File: config.mk
export PLATFORM = sky130hd
export DESIGN_NAME = ddlt_top
export DESIGN_NICKNAME = d
export VERILOG_FILES = /design/src/include/ddlt_pkg.sv /design/src/logic/ddlt_top.sv /design/src/logic/ddlt_sync.sv /design/src/logic/ddlt_counter.sv
export VERILOG_INCLUDE_DIRS = /design/src /design/src/include
export SDC_FILE = /design/constraint.sdc
export NUM_CORES = 1
export LEC_CHECK = 0
export BUFFER_PORTS_ARGS = -buffer_cell sky130_fd_sc_hd__buf_2
export CAP_MARGIN = 15
export CORE_MARGIN = 5
export CORE_UTILIZATION = 25
export CTS_CLUSTER_DIAMETER = 150
export DETAILED_ROUTE_END_ITERATION = 16
export GPL_TIMING_DRIVEN = 0
export SLEW_MARGIN = 20
export SYNTH_ARGS = -nofsm -noshare
export SYNTH_HDL_FRONTEND = slang
export SYNTH_SLANG_ARGS = --single-unit
export TNS_END_PERCENT = 5
File: constraint.sdc
create_clock -name CLK_SYS_IN -period 10.8 [get_ports CLK_SYS_IN]
set_input_delay 0.54 -clock CLK_SYS_IN [delete_from_list [all_inputs] [get_ports CLK_SYS_IN]]
set_output_delay 0.54 -clock CLK_SYS_IN [all_outputs]
set_load 0.02 [all_outputs]
File: src/include/ddlt_cfg.svh
// Register offsets, field positions and reset values of the load timer channel.
`ifndef DDLT_CFG_SVH
`define DDLT_CFG_SVH

// ****************************************************************
// Register map (byte offsets on the APB port)
// ****************************************************************
`define DDLT_ADDR_W 8
`define DDLT_OFS_LOAD_LO 8'h00
`define DDLT_OFS_LOAD_HI 8'h04
`define DDLT_OFS_COUNT_LO 8'h08
`define DDLT_OFS_COUNT_HI 8'h0c
`define DDLT_OFS_CTRL 8'h10
`define DDLT_OFS_PEND 8'h18

// ****************************************************************
// Field positions
// ****************************************************************
`define DDLT_CTRL_EN_BIT 0
`define DDLT_CTRL_MODE_BIT 1
`define DDLT_CTRL_MASK_BIT 2
`define DDLT_PEND_BIT 0

// ****************************************************************
// Reset values
// ****************************************************************
`define DDLT_RST_LOAD 32'h0000_0000
`define DDLT_RST_CTRL 3'h0
`define DDLT_RST_PEND 1'b0
`define DDLT_RST_COUNT 64'h0000_0000_0000_0000

`endif

File: src/include/ddlt_pkg.sv
// Types shared by the load timer channel.
package ddlt_pkg;

	// Channel sequencer states, one-hot.
	typedef enum logic [2:0] {
		ST_IDLE = 3'h1,
		ST_RUN = 3'h2,
		ST_HALT = 3'h4
	} ddlt_state_t;

	// Operation applied to the count register in one cycle.
	typedef enum logic [1:0] {
		OP_HOLD = 2'h0,
		OP_LOAD = 2'h1,
		OP_STEP = 2'h2
	} ddlt_op_t;

endpackage

File: src/logic/ddlt_top.sv
// Load timer channel: APB registers, sequencer and interrupt flag.
`timescale 1ns/10ps
`default_nettype none
`include "ddlt_cfg.svh"

// Functional notes
// A descending channel counts down from the load value and signals when it reaches zero.
// An ascending channel counts up from zero and signals when it equals the load value.
// Writing zero to control bit 0 disables the channel and drops the run-enable output.
// Control bit 1 picks the mode, here one for one-shot and zero for free-running.
// Control bit 2 lets the interrupt out when one and masks it when zero.
// The load value is two read-write words, low half and high half.
// Software starts the channel by writing one to control bit 0 after both halves.
// A descending channel loads the load value on enable and on reaching zero when free.
// An ascending channel clears to zero on enable and on reaching the load value when free.
// In one-shot mode the count stops at its terminal value until disabled and restarted.
// In free-running mode the count reloads at its terminal value and goes on.
// The present count reads back as two read-only words, low and high.
// Software uses only whole 32-bit word accesses.
// Counting advances on the 24 MHz oscillator clock.
// Status bit 0 holds the pending interrupt and a one written there clears it.
// The count clock runs only while enabled; configuration changes only while disabled.
// Reaching the terminal value sets the pending bit, which drives the interrupt if unmasked.
module ddlt_top #(
	parameter bit COUNT_UP = 1'b0
) (
	// System.
	input wire logic CLK_SYS_IN,
	input wire logic SYS_RST_IN,
	input wire logic CE_IN,
	// APB slave.
	input wire logic PSEL_IN,
	input wire logic PENABLE_IN,
	input wire logic PWRITE_IN,
	input wire logic [`DDLT_ADDR_W-1:0] PADDR_IN,
	input wire logic [31:0] PWDATA_IN,
	output logic [31:0] PRDATA_OUT,
	output logic PREADY_OUT,
	output logic PSLVERR_OUT,
	// Oscillator clock, run enable and interrupt.
	input wire logic TMR_CLK_IN,
	output logic TMR_EN_OUT,
	output logic IRQ_OUT
);
	import ddlt_pkg::*;

	// ****************************************************************
	// Declarations
	// ****************************************************************
	localparam int CW = 64;
	localparam logic [2:0] RST_CTRL = `DDLT_RST_CTRL;

	logic [31:0] load_lo_r, load_lo_nxt, load_hi_r, load_hi_nxt;
	logic en_r, en_nxt, user_mode_r, user_mode_nxt, mask_r, mask_nxt;
	logic pend_r, pend_nxt, irq_r, irq_nxt;
	logic [31:0] prdata_r, prdata_nxt;
	logic pready_r, pready_nxt, pslverr_r, pslverr_nxt;
	ddlt_state_t state_r, state_nxt;
	ddlt_op_t cnt_op;
	logic [CW-1:0] count;
	logic at_term, step_hit, hit, tick;
	logic setup_ph, wr_acc, addr_ok;

	// ****************************************************************
	// Oscillator tick and count register
	// ****************************************************************

	// The oscillator clock is sampled, not used as a clock, so the design keeps one domain.
	ddlt_sync u_tick (
		.clk_in(CLK_SYS_IN),
		.rst_in(SYS_RST_IN),
		.ce_in(CE_IN),
		.async_in(TMR_CLK_IN),
		.rise_out(tick)
	);

	ddlt_counter #(
		.COUNT_UP(COUNT_UP),
		.W(CW)
	) u_count (
		.clk_in(CLK_SYS_IN),
		.rst_in(SYS_RST_IN),
		.ce_in(CE_IN),
		.op_in(cnt_op),
		.load_in({load_hi_r, load_lo_r}),
		.count_out(count),
		.at_term_out(at_term),
		.step_hit_out(step_hit)
	);

	// ****************************************************************
	// APB decode
	// ****************************************************************

	// Answer data are prepared in the setup phase so that the access phase has no wait.
	assign setup_ph = PSEL_IN && !PENABLE_IN;
	assign wr_acc = PSEL_IN && PENABLE_IN && PWRITE_IN && pready_r && !pslverr_r;

	// Only the six word offsets are mapped; anything else answers with an error.
	always_comb begin
		case (PADDR_IN)
			`DDLT_OFS_LOAD_LO,
			`DDLT_OFS_LOAD_HI,
			`DDLT_OFS_COUNT_LO,
			`DDLT_OFS_COUNT_HI,
			`DDLT_OFS_CTRL,
			`DDLT_OFS_PEND: addr_ok = 1'b1;
			default: addr_ok = 1'b0;
		endcase
	end

	// Read mux and handshake next values.
	always_comb begin
		prdata_nxt = 32'h0000_0000;
		pready_nxt = setup_ph;
		pslverr_nxt = setup_ph && !addr_ok;
		if (setup_ph && !PWRITE_IN) begin
			case (PADDR_IN)
				`DDLT_OFS_LOAD_LO: prdata_nxt = load_lo_r;
				`DDLT_OFS_LOAD_HI: prdata_nxt = load_hi_r;
				`DDLT_OFS_COUNT_LO: prdata_nxt = count[31:0];
				`DDLT_OFS_COUNT_HI: prdata_nxt = count[63:32];
				`DDLT_OFS_CTRL: prdata_nxt = {29'h0000_0000, mask_r, user_mode_r, en_r};
				`DDLT_OFS_PEND: prdata_nxt = {31'h0000_0000, pend_r};
				default: prdata_nxt = 32'h0000_0000;
			endcase
		end
	end

	// ****************************************************************
	// Configuration registers and pending flag
	// ****************************************************************

	// Load value and mode bits are locked while enabled, so a running count never sees
	// a half-written value; the enable bit itself is always writable.
	always_comb begin
		load_lo_nxt = load_lo_r;
		load_hi_nxt = load_hi_r;
		en_nxt = en_r;
		user_mode_nxt = user_mode_r;
		mask_nxt = mask_r;
		pend_nxt = pend_r;
		if (wr_acc && !en_r) begin
			if (PADDR_IN == `DDLT_OFS_LOAD_LO) begin
				load_lo_nxt = PWDATA_IN;
			end
			if (PADDR_IN == `DDLT_OFS_LOAD_HI) begin
				load_hi_nxt = PWDATA_IN;
			end
		end
		if (wr_acc && PADDR_IN == `DDLT_OFS_CTRL) begin
			en_nxt = PWDATA_IN[`DDLT_CTRL_EN_BIT];
			if (!en_r) begin
				user_mode_nxt = PWDATA_IN[`DDLT_CTRL_MODE_BIT];
				mask_nxt = PWDATA_IN[`DDLT_CTRL_MASK_BIT];
			end
		end
		if (wr_acc && PADDR_IN == `DDLT_OFS_PEND && PWDATA_IN[`DDLT_PEND_BIT]) begin
			pend_nxt = 1'b0;
		end
		// A terminal event in the clearing cycle is kept: the set wins.
		if (hit) begin
			pend_nxt = 1'b1;
		end
		irq_nxt = pend_nxt && mask_nxt;
	end

	// Registers of the configuration group.
	always_ff @(posedge CLK_SYS_IN) begin
		if (SYS_RST_IN) begin
			load_lo_r <= `DDLT_RST_LOAD;
			load_hi_r <= `DDLT_RST_LOAD;
			en_r <= RST_CTRL[`DDLT_CTRL_EN_BIT];
			user_mode_r <= RST_CTRL[`DDLT_CTRL_MODE_BIT];
			mask_r <= RST_CTRL[`DDLT_CTRL_MASK_BIT];
			pend_r <= `DDLT_RST_PEND;
			irq_r <= 1'b0;
			prdata_r <= 32'h0000_0000;
			pready_r <= 1'b0;
			pslverr_r <= 1'b0;
		end else if (CE_IN) begin
			load_lo_r <= load_lo_nxt;
			load_hi_r <= load_hi_nxt;
			en_r <= en_nxt;
			user_mode_r <= user_mode_nxt;
			mask_r <= mask_nxt;
			pend_r <= pend_nxt;
			irq_r <= irq_nxt;
			prdata_r <= prdata_nxt;
			pready_r <= pready_nxt;
			pslverr_r <= pslverr_nxt;
		end
	end

	// ****************************************************************
	// Channel sequencer
	// ****************************************************************

	// A channel that starts on its terminal value reloads or halts without an event;
	// events come only from a step that lands on the terminal value.
	always_comb begin
		state_nxt = state_r;
		cnt_op = OP_HOLD;
		hit = 1'b0;
		case (state_r)
			ST_IDLE: begin
				if (en_r) begin
					cnt_op = OP_LOAD;
					state_nxt = ST_RUN;
				end
			end
			ST_RUN: begin
				if (!en_r) begin
					state_nxt = ST_IDLE;
				end else if (tick) begin
					if (at_term) begin
						if (user_mode_r) begin
							state_nxt = ST_HALT;
						end else begin
							cnt_op = OP_LOAD;
						end
					end else begin
						cnt_op = OP_STEP;
						hit = step_hit;
						if (step_hit && user_mode_r) begin
							state_nxt = ST_HALT;
						end
					end
				end
			end
			ST_HALT: begin
				if (!en_r) begin
					state_nxt = ST_IDLE;
				end
			end
			default: begin
				state_nxt = ST_IDLE;
			end
		endcase
	end

	// Sequencer state register.
	always_ff @(posedge CLK_SYS_IN) begin
		if (SYS_RST_IN) begin
			state_r <= ST_IDLE;
		end else if (CE_IN) begin
			state_r <= state_nxt;
		end
	end

	// ****************************************************************
	// Outputs
	// ****************************************************************
	assign PRDATA_OUT = prdata_r;
	assign PREADY_OUT = pready_r;
	assign PSLVERR_OUT = pslverr_r;
	assign TMR_EN_OUT = en_r;
	assign IRQ_OUT = irq_r;
endmodule

`default_nettype wire

File: src/logic/ddlt_sync.sv
// Two-stage synchroniser with rising-edge detect for the oscillator clock.
`timescale 1ns/10ps
`default_nettype none

module ddlt_sync (
	// System.
	input wire logic clk_in,
	input wire logic rst_in,
	input wire logic ce_in,
	// Asynchronous level in, one-cycle pulse out.
	input wire logic async_in,
	output logic rise_out
);
	logic s1_r, s1_nxt, s2_r, s2_nxt, s3_r, s3_nxt;

	// The first stage feeds only the second; the edge is taken from stages two and three.
	always_comb begin
		s1_nxt = async_in;
		s2_nxt = s1_r;
		s3_nxt = s2_r;
	end

	// Registers, frozen while the clock enable is low.
	always_ff @(posedge clk_in) begin
		if (rst_in) begin
			s1_r <= 1'b0;
			s2_r <= 1'b0;
			s3_r <= 1'b0;
		end else if (ce_in) begin
			s1_r <= s1_nxt;
			s2_r <= s2_nxt;
			s3_r <= s3_nxt;
		end
	end

	// One pulse per oscillator period.
	assign rise_out = s2_r && !s3_r;

endmodule

`default_nettype wire

File: src/logic/ddlt_counter.sv
// Sixty-four-bit count register that loads, steps up or down, and compares.
`timescale 1ns/10ps
`default_nettype none
`include "ddlt_cfg.svh"

module ddlt_counter #(
	parameter bit COUNT_UP = 1'b0,
	parameter int W = 64
) (
	// System.
	input wire logic clk_in,
	input wire logic rst_in,
	input wire logic ce_in,
	// Control and load value.
	input wire ddlt_pkg::ddlt_op_t op_in,
	input wire logic [W-1:0] load_in,
	// Count and compare results.
	output logic [W-1:0] count_out,
	output logic at_term_out,
	output logic step_hit_out
);
	import ddlt_pkg::*;

	localparam logic [W-1:0] ONE = 1;
	logic [W-1:0] count_r, count_nxt, start_val, term_val, step_val;

	// Direction fixes both the start value and the terminal value.
	always_comb begin
		start_val = COUNT_UP ? '0 : load_in;
		term_val = COUNT_UP ? load_in : '0;
		step_val = COUNT_UP ? count_r + ONE : count_r - ONE;
		case (op_in)
			OP_LOAD: count_nxt = start_val;
			OP_STEP: count_nxt = step_val;
			default: count_nxt = count_r;
		endcase
	end

	// Count register.
	always_ff @(posedge clk_in) begin
		if (rst_in) begin
			count_r <= W'(`DDLT_RST_COUNT);
		end else if (ce_in) begin
			count_r <= count_nxt;
		end
	end

	assign count_out = count_r;
	assign at_term_out = (count_r == term_val);
	assign step_hit_out = (step_val == term_val);

endmodule

`default_nettype wire

### After elaboration in Yosys (flattened, before gate mapping)

Cells that the tools add are included.

* memories: 0
* RAM bits: 0
* memory bits (read-only): 0
* bits in latches: 0
* output and inout bits: 36
* register bits: 173

* eq/ne operators: 15
* add/sub/neg operators: 1
* muxes and demuxes: 26
* bitwise gates (word level): 1
* divide/modulo/power cells: 0
* magnitude comparators: 0
* multiply operators: 0
* reduce and logical (&&, ||, !) cells: 31
* shift operators: 0

Operators with widths (count)
* $pmux W32 S6: 1
* $logic_not A64 Y1: 2
* $pmux W64 S2: 1
* $sub A64 B1 Y64 const B: 1
* $mux W32: 1
* $mux W3: 7
* $eq A8 B4 Y1 const B: 2
* $eq A8 B5 Y1 const B: 2
* $logic_and A1 B1 Y1: 14
* $mux W1: 11
* $pmux W3 S3: 1
* $reduce_and A3 Y1: 3
* $eq A8 B3 Y1 const B: 1
* $logic_not A8 Y1: 1
* $ne A4 B4 Y1 const B: 2
* $logic_not A1 Y1: 6
* $mux W2: 3
* $reduce_and A6 Y1: 1
* $reduce_or A6 Y1: 1
* $ne A2 B2 Y1 const B: 2
* $pmux W2 S2: 1
* $reduce_and A2 Y1: 2
* $eq A3 B1 Y1 const B: 1
* $eq A3 B2 Y1 const B: 1
* 6 further kinds: 6

### Depth between registers and ports, before layout

Gate-level depths: netlist (run 1).

* depth in word-level cells: 9
* depth in mapped cells: 20
* depth with buffers taken out: 15

### Hierarchy

A second synthesis (run 1) with hierarchy kept.

* cell total of the unflattened synthesis: 1181
* area total of the unflattened synthesis: 9655.5 um2

Modules (own cells, without submodules)
* ddlt_top: instances 1, cells an instance 485, area each 4868.4 um2
* ddlt_counter: instances 1, cells an instance 686, area each 4679.5 um2
* ddlt_sync: instances 1, cells an instance 10, area each 107.6 um2

### Worst setup path after synthesis (run 1)

OpenSTA, ideal clock, no wires.

* kind: reg-to-reg
* start point: register u_count.count_r[0], in the netlist u_count.count_out[0]
* end point: register u_count.count_r[26], in the netlist u_count.count_out[26]
* data required time: 10.672 ns
* arrival: 3.842 ns
* path slack: 6.831 ns
* stages on the path, launching flop included: 21
* period minus slack after synthesis: 3.969 ns
* setup time: 0.128 ns
* path buffers: 5
* path through: dfxtp_1 -> buf_2 -> inv_1 -> ha_1 -> buf_2 -> nor4b_4 -> nand4_2 -> nor2_1 -> nand2_1 -> nor3_1 -> a32oi_1 -> or2_2 -> ha_1 -> clkbuf_1 -> inv_1 -> clkbuf_1 -> clkbuf_1 -> nor2_1 -> a22o_1 -> a22oi_1 -> nor2_1

* word-level cells in the longest chain between the ends: 8
* elaborated cells between the ends (all ways): 11
* those cells by class: 1 x add/sub; 2 x eq/ne; 5 x mux; 3 x reduce/logical

Ends and longest elaborated chain
* start, declared: line ddlt_counter.sv:25 `logic [W-1:0] count_r, count_nxt, start_val, term_val, step_val;`
* start signal, assigned: line ddlt_counter.sv:42 `` count_r <= W'(`DDLT_RST_COUNT); ``
* start signal, assigned: line ddlt_counter.sv:44 `count_r <= count_nxt;`
* $logic_not A64 Y1: line ddlt_counter.sv:49 `assign at_term_out = (count_r == term_val);`
* $mux W2: line ddlt_top.sv:216 `if (at_term) begin`
* $mux W2: line ddlt_top.sv:215 `end else if (tick) begin`
* $mux W2: line ddlt_top.sv:213 `if (!en_r) begin`
* $pmux W2 S2: line ddlt_top.sv:205 `case (state_r)`
* $eq A2 B1 Y1 or $eq A2 B2 Y1 (tied branches): line ddlt_counter.sv:32 `case (op_in)`
* $reduce_bool A2 Y1 (no line)
* $reduce_and A2 Y1 (no line)

Several ways; a longest one is shown, not always the timed one.
A chain may end at the register's enable or synchronous reset.

### Final worst setup path (run 1)

* start point: register u_count.count_r[1], in the netlist u_count.count_out[1]
* end point: register u_count.count_r[48], in the netlist u_count.count_out[48]

Same word-level chain as after synthesis.

==> results of run 1 <==
through the flow:
step           power (mW)  utilization [%]
6_report            1.349            29.53
2_1_floorplan      0.6821                -
5_1_grt             1.390            29.53
3_5_place_dp       0.7123            28.01
3_3_place_gp       0.7116            27.99
4_1_cts             1.358            29.51
state kept, by name, summed over array words and instances (netlist names):
name,count
IRQ_OUT,1
PRDATA_OUT,32
PREADY_OUT,1
PSLVERR_OUT,1
TMR_EN_OUT,1
load_hi_r,32
load_lo_r,32
mask_r,1
pend_r,1
state_r,3
u_count.count_out,64
u_tick.s1_r,1
u_tick.s2_r,1
u_tick.s3_r,1
user_mode_r,1
worst register-to-register path: stages (launching register included):
cell	delay (ns)
dfxtp_1	0.45
inv_1	0.15
ha_1	0.15
buf_2	0.22
nor4b_4	0.53
nand4_2	0.57
nor2_1	0.73
nand2_1	0.29
nor3_1	0.50
a32oi_1	0.11
or2_2	0.30
ha_1	0.20
clkbuf_1	0.20
inv_1	0.11
clkbuf_1	0.57
clkbuf_1	0.77
nand2_1	0.35
o31ai_1	0.15
a22oi_1	0.13
nor2_1	0.13
kinds of logic after synthesis:
| family | after synthesis |
|---|---|
| AOI/OAI and AO/OA | 324 |
| xor gates and xnor gates | 23 |
| adders and majority gates | 3 |
| buffers and inverters | 127 |
| DFF | 173 |
| muxes | 44 |
| and+or+nand+nor | 624 |
synthesized netlist by cell type (all sizes together) (7+ instances only):
cell	number	share of area, %
nand2b	7	0.43
a31oi	7	0.43
a22oi	56	4.2
nor4	26	2.6
nand4b	9	0.78
o2bb2ai	8	0.69
nand3	41	2.1
xnor2	7	0.61
a211oi	22	1.6
nor2	165	6.1
mux4	32	7.1
and2	7	0.43
nand2	245	9.1
o31ai	18	1.3
clkbuf	87	3.2
o22ai	14	0.87
or4	9	0.71
and3	7	0.43
or3	9	0.56
nand4	24	1.6
buf	26	1.2
dfxtp	173	34
mux2i	11	1.1
nor3	39	2.1
inv	14	0.52
xor2	16	1.4
o21ai	44	2.2
a21oi	123	6.1
worst max path at each step:
stage / from / endpoint / slack (ns) / depth (start not counted)
detailed placement: u_count.count_out[0] / u_count.count_out[48] / 4.42 / 20
global placement: u_count.count_out[0] / u_count.count_out[48] / 4.50 / 20
floorplan: u_count.count_out[0] / u_count.count_out[26] / 6.83 / 20
global route: u_count.count_out[0] / u_count.count_out[48] / 3.95 / 20
CTS: u_count.count_out[0] / u_count.count_out[48] / 4.39 / 20
finish: u_count.count_out[1] / u_count.count_out[48] / 4.13 / 19
cell type report:
class                   count  share of cell area (%)
multi-input cells        1018                   52.23
flip-flops and latches    173                   29.38
well taps                 525                   5.573
plain buffers             113                   3.832
clock buffers              17                   3.609
repair buffers             81                   3.439
clock inverters            15                   1.486
inverters                  14                  0.4459
report_power, final:
| part | switching (mW) | total, mW | leakage, nW | internal (mW) |
|---|---|---|---|---|
| clock | 0.319 | 0.651 | 0.294 | 0.332 |
| combinational | 0.0413 | 0.0580 | 2.61 | 0.0168 |
| sequential | 0.00158 | 0.640 | 1.39 | 0.639 |
| total | 0.362 | 1.35 | 4.30 | 0.987 |
layer usage:
layer / part of all wire, % / global-route usage, %
met2: 44 / 34.24
met5: 0 / 0
met1: 42 / 30.53
met3: 10 / 5.644
met4: 3.7 / 8.160
cells in the final DEF (no fill, tap or decap), types with 16 or more instances in the layout:
cell | synthesis | final
nor2_1 | 165 | 165
mux4_2 | 32 | 32
nor3_1 | 36 | 35
clkbuf_1 | 87 | 87
nand3_1 | 39 | 39
buf_2 | 12 | 93
a21oi_1 | 123 | 123
dfxtp_1 | 173 | 173
a22oi_1 | 56 | 56
xor2_1 | 16 | 16
nand2_1 | 245 | 245
o21ai_0 | 44 | 44
o31ai_1 | 18 | 18
a211oi_1 | 22 | 22
nand4_1 | 22 | 22
clkbuf_16 | 0 | 17
nor4_1 | 17 | 16
==> flow_summary.yaml, run 1 <==
route:
  via_count: 11170
  drt_pre_antenna_iters: 5
  vias_per_cell: 5.712
  finalWirelength_mm: 50.67
  detail_route.wl_per_cell_um: 25.91
  post-route-drc-count: 0
  postRouteAntennaNets: 0
  initialDrtViolationCount: 1563
yosys:
  postSynth.asyncResetShare_pct: 0
  synthSimpleGateAreaFrac_pct: 29.93
  dominantRegCellSynth: "dfxtp_1"
  multiplexer_fraction_of_the_synthesized_cell_area_pct: 8.328
  synthesis.area_sq_mm: 0.01011
  synthCells: 1318
  yosysUniqueCellTypes: 71
  postSynthRegisterBits: 173
  number_of_flops_mapped_to_enable_cells_by_yosys: 0
  synth_compound_area_share_pct: 20.15
  yosysSeqAreaShare_pct: 34.25
  yosys_warnings: 0
  synth_xor_xnor_area_share_pct: 1.992
  synth_top_family_by_area: "simple AND/OR/NAND/NOR gates"
  synthesis.area_per_instance_sq_um: 7.671
  synth.net_count: 1368
  synth_fa_ha_area_share_pct: 0.3712
floorplanning:
  die_area_sq_mm: 0.04457
  core_sq_mm: 0.03991
  die-height_um: 211.1
  fp.dieW_um: 211.1
  core.rowCount: 73
  design.portCount: 83
  initial_utilization_pct: 25.33
clock_tree:
  cts_sinks: 173
  cts.htree.levels: 4
  tritoncts: "yes"
  cts-buffers-inserted: 17
  clock_path_buffers: 2
  cts.root.buffer_cell: "clkbuf_16"
  clkLatencyLatePin_ns: 0.47
  postCtsSetupBuffers: 0
  post_cts_hold_buffer_count: 0
  cts_resized: 0
  clk_transition_reported_paths_ns: 0.08
final_layout:
  n_antenna_cell: 0
  stdcell_area_sq_mm: 0.01179
  finish.net_count: 1468
  post_layout_nonfiller_instances: 1956
  fill_cells: 4350
  multi_input_comb_area_sq_mm: 0.006156
  layout.area.seq_sq_mm: 0.003463
  area_growth_syn_to_layout_pct: 16.57
  drive_gt1_share_pct: 13.07
timing:
  relSlewSlack_pct: 18.81
  rsz0062_at_grt: "false"
  drv_slew: 0
  setup_viol: 0
  timing.final.crit_period_ns: 6.669
  maxClockFrequency_ghz: 0.1499
  tightest_slew_ns: 1.218
  hold_ws_ns: 0.3143
  worst_clock_skew_ns: 0.01735
  timing_hold_violations_final: 0
  totalNegativeSetupSlack_ns: 0
  setup_slack_ns: 4.131
  fin_crit_sh_pct: 61.75
setup_path:
  worst_r2r_path_depth: 19
  timing.critical_path.arrival_ns: 7.07
  critical_path_peak_fanout: 10
  critical_path.max_stage_delay_ns: 0.77
  timing.critical_path.to_type: "flip-flop"
  cp_slowest_cell: "clkbuf_1"
  critical-path-top-cell-by-count: "clkbuf_1"
  setup.reg_to_reg.worst_slack_ns: 4.13
  rr_endpoint: "u_count.count_out[48]"
  critical_path.top_delay_family: "simple AND/OR/NAND/NOR gates"
  type_of_the_setup_path_with_the_least_slack: "flip-flop to flip-flop"
  startpoint_type_of_the_worst_setup_path: "flip-flop"
  worst-endpoint-required_ns: 11.20
  path_buf_inv: 6
  crit-reg2reg-launch: "u_count.count_out[1]"
  crit_chain: "inv_1 > ha_1 > buf_2 > nor4b_4 > nand4_2 > nor2_1 > nand2_1 > nor3_1 > a32oi_1 > or2_2 > ha_1 > clkbuf_1 > inv_1 > clkbuf_1 > clkbuf_1 > nand2_1 > o31ai_1 > a22oi_1 > nor2_1"
pwr:
  vdd_drop_max_uv: 96.36
  power_density_mw_per_mm2: 114.4
  p_leak_nw: 4.296
global_route:
  grt_use_total_pct: 22.36
  grt_overflow: 0
  grt_max_degree: 19
  initial_antenna_violation_count: 0
  grt_pass1_vias: 10460
  grt_pass1_wl_mm: 73.23
placed_design:
  place.gp.congestion: 0.9776
  placement.io_buffers: 81
  dp_hpwl_mm: 37.91
  inst_count_dp: 1924
  placement.cell_area_sq_mm: 0.01118
  placement.setup.worst_slack_ns: 4.418
min_path:
  worstHoldPathCells: 3
  min-delay-start: "TMR_CLK_IN"
  worst_hold_path.endpoint: "u_tick.s1_r"
  hold_path.class: "input port to flip-flop"
job:
  max_cap_viol_count: 0
run_status:
  outcome: "complete, no violations"
Note: power is estimated with default switching activity, not from simulation.
==> run 2: changes to the inputs <==
==> constraint.sdc (replaced) <==
create_clock -name CLK_SYS_IN -period 6.3 [get_ports CLK_SYS_IN]
set_input_delay 0.315 -clock CLK_SYS_IN [delete_from_list [all_inputs] [get_ports CLK_SYS_IN]]
set_output_delay 0.315 -clock CLK_SYS_IN [all_outputs]
set_load 0.02 [all_outputs]
==> flow_summary.yaml, run 2 (synthesized netlist as in run 1, its figures left out) <==
pwr:
  power_density_mw_per_mm2: 195.9
  vdd_drop_max_uv: 166.3
  power.total_mw: 2.312
  p_leak_nw: 4.313
min_path:
  hold_path.class: "input port to flip-flop"
clock_tree:
  cts.root.buffer_cell: "clkbuf_16"
  cts.htree.levels: 4
  cts_sinks: 173
  clkLatencyLatePin_ns: 0.47
  clk_transition_reported_paths_ns: 0.08
  cts-buffers-inserted: 17
  tritoncts: "yes"
  clock_path_buffers: 2
  post_cts_hold_buffer_count: 0
final_layout:
  finish.net_count: 1468
  largest_reg_flops: 64
  layout_common_cells: "nand2_1 (245), dfxtp_1 (173), nor2_1 (164)"
  drive_gt1_share_pct: 13.49
  layout_commonest_cell: "nand2_1"
  final_core_util_pct: 29.57
  stdcell_area_sq_mm: 0.01180
  n_antenna_cell: 0
  area_growth_syn_to_layout_pct: 16.74
placed_design:
  placement.io_buffers: 81
  dp_hpwl_mm: 37.91
  place.gp.congestion: 0.9776
  placement.cell_area_sq_mm: 0.01118
route:
  post-route-drc-count: 0
  initialDrtViolationCount: 1553
  detail_route.wl_per_cell_um: 25.95
  vias_per_cell: 5.710
  finalWirelength_mm: 50.76
  drt_pre_antenna_iters: 6
  postRouteAntennaNets: 0
  via_count: 11170
job:
  max_cap_viol_count: 0
setup_path:
  type_of_the_setup_path_with_the_least_slack: "flip-flop to flip-flop"
  startpoint_type_of_the_worst_setup_path: "flip-flop"
  critical_path_peak_fanout: 10
  timing.critical_path.to_type: "flip-flop"
  timing.critical_path.arrival_ns: 6.35
  worst-endpoint-required_ns: 6.70
timing:
  totalNegativeSetupSlack_ns: 0
  timing_hold_violations_final: 0
  setup_viol: 0
  relSlewSlack_pct: 16.50
  worst_clock_skew_ns: 0.01692
  rsz0062_at_grt: "false"
  maxClockFrequency_ghz: 0.1680
  timing.final.crit_period_ns: 5.953
  tightest_slew_ns: 1.252
  drv_slew: 0
  fin_crit_sh_pct: 94.50
global_route:
  grt_use_total_pct: 22.37
  grt_pass1_vias: 10470
  grt_pass1_wl_mm: 73.24
  initial_antenna_violation_count: 0
  grt_overflow: 0
  grt_max_degree: 19
floorplanning:
  die-height_um: 211.1
  design.portCount: 83
  core_sq_mm: 0.03991
  die_area_sq_mm: 0.04457
  fp.dieW_um: 211.1
  initial_utilization_pct: 25.33
  core.rowCount: 73
run_status:
  outcome: "complete, no violations"
run 2: cell count changes in the layout (fill, tap and decap cells not counted):
cell and delta:
nor2_2 +1, nand4_2 -1, clkbuf_2 +5, clkbuf_1 -5
nor2_1 -1, nand4_4 +1
run 2: where the power goes:
| group | internal (mW) | leakage, nW | switching (mW) |
|---|---|---|---|
| registers | 1.09 | 1.39 | 0.00273 |
| clock network | 0.568 | 0.294 | 0.547 |
| logic | 0.0287 | 2.63 | 0.0704 |
| total | 1.69 | 4.31 | 0.620 |
run 2: final timing paths:
| path | from | endpoint | slack, ns | cells past startpoint |
|---|---|---|---|---|
| max | u_count.count_out[1] | u_count.count_out[48] | 0.35 | 19 |
| min | TMR_CLK_IN | u_tick.s1_r | 0.09 | 3 |
| max reg2reg | u_count.count_out[1] | u_count.count_out[48] | 0.35 | 19 |
| min reg2reg | load_hi_r[9] | load_hi_r[9] | 0.47 | 2 |
run 2: final cells by class:
type | count | area (sq um)
tap | 525 | 656.9
inverter | 14 | 52.55
multi-input combinational | 1018 | 6167
clock buffer | 17 | 425.4
clock inverter | 15 | 175.2
fill | 4349 | 28110
timing repair buffer | 81 | 405.4
sequential | 173 | 3463
buffer | 113 | 457.9
run 2: critical path, stage by stage, from the launching register on:
cell,delay (ns)
dfxtp_1,0.45
inv_1,0.14
ha_1,0.15
buf_2,0.23
nor4b_4,0.57
nand4_4,0.40
nor2_2,0.48
nand2_1,0.24
nor3_1,0.52
a32oi_1,0.11
or2_2,0.31
ha_1,0.20
clkbuf_1,0.20
inv_1,0.11
clkbuf_1,0.60
clkbuf_2,0.54
nand2_1,0.25
o31ai_1,0.12
a22oi_1,0.13
nor2_1,0.13
run 2: metrics by stage:
| step | setup slack [ns] | hold slack [ns] | instances |
|---|---|---|---|
| 2_1_floorplan | 2.331 | 0.4418 | 1318 |
| 4_1_cts | 0.03887 | 0.07196 | 1956 |
| 6_report | 0.3468 | 0.08832 | 1956 |
| 3_5_place_dp | -0.08179 | 0.4667 | 1924 |
| 3_3_place_gp | -0.003939 | 0.4612 | 1924 |
| 5_1_grt | 0.1650 | 0.08158 | 1956 |
run 2: routing by layer:
layer	vias to the layer above	GRT usage, %	wire length [um]
met3	115	5.778	4992
met5	-	0	0
met2	669	33.98	22070
met1	5411	30.45	21640
li1	4974	-	-
met4	0	8.697	2053
run 2: what timing repair did:
action,in CTS,in global routing
setup buffers,0,0
resized for setup,3,8
endpoints found under the setup margin,5,45
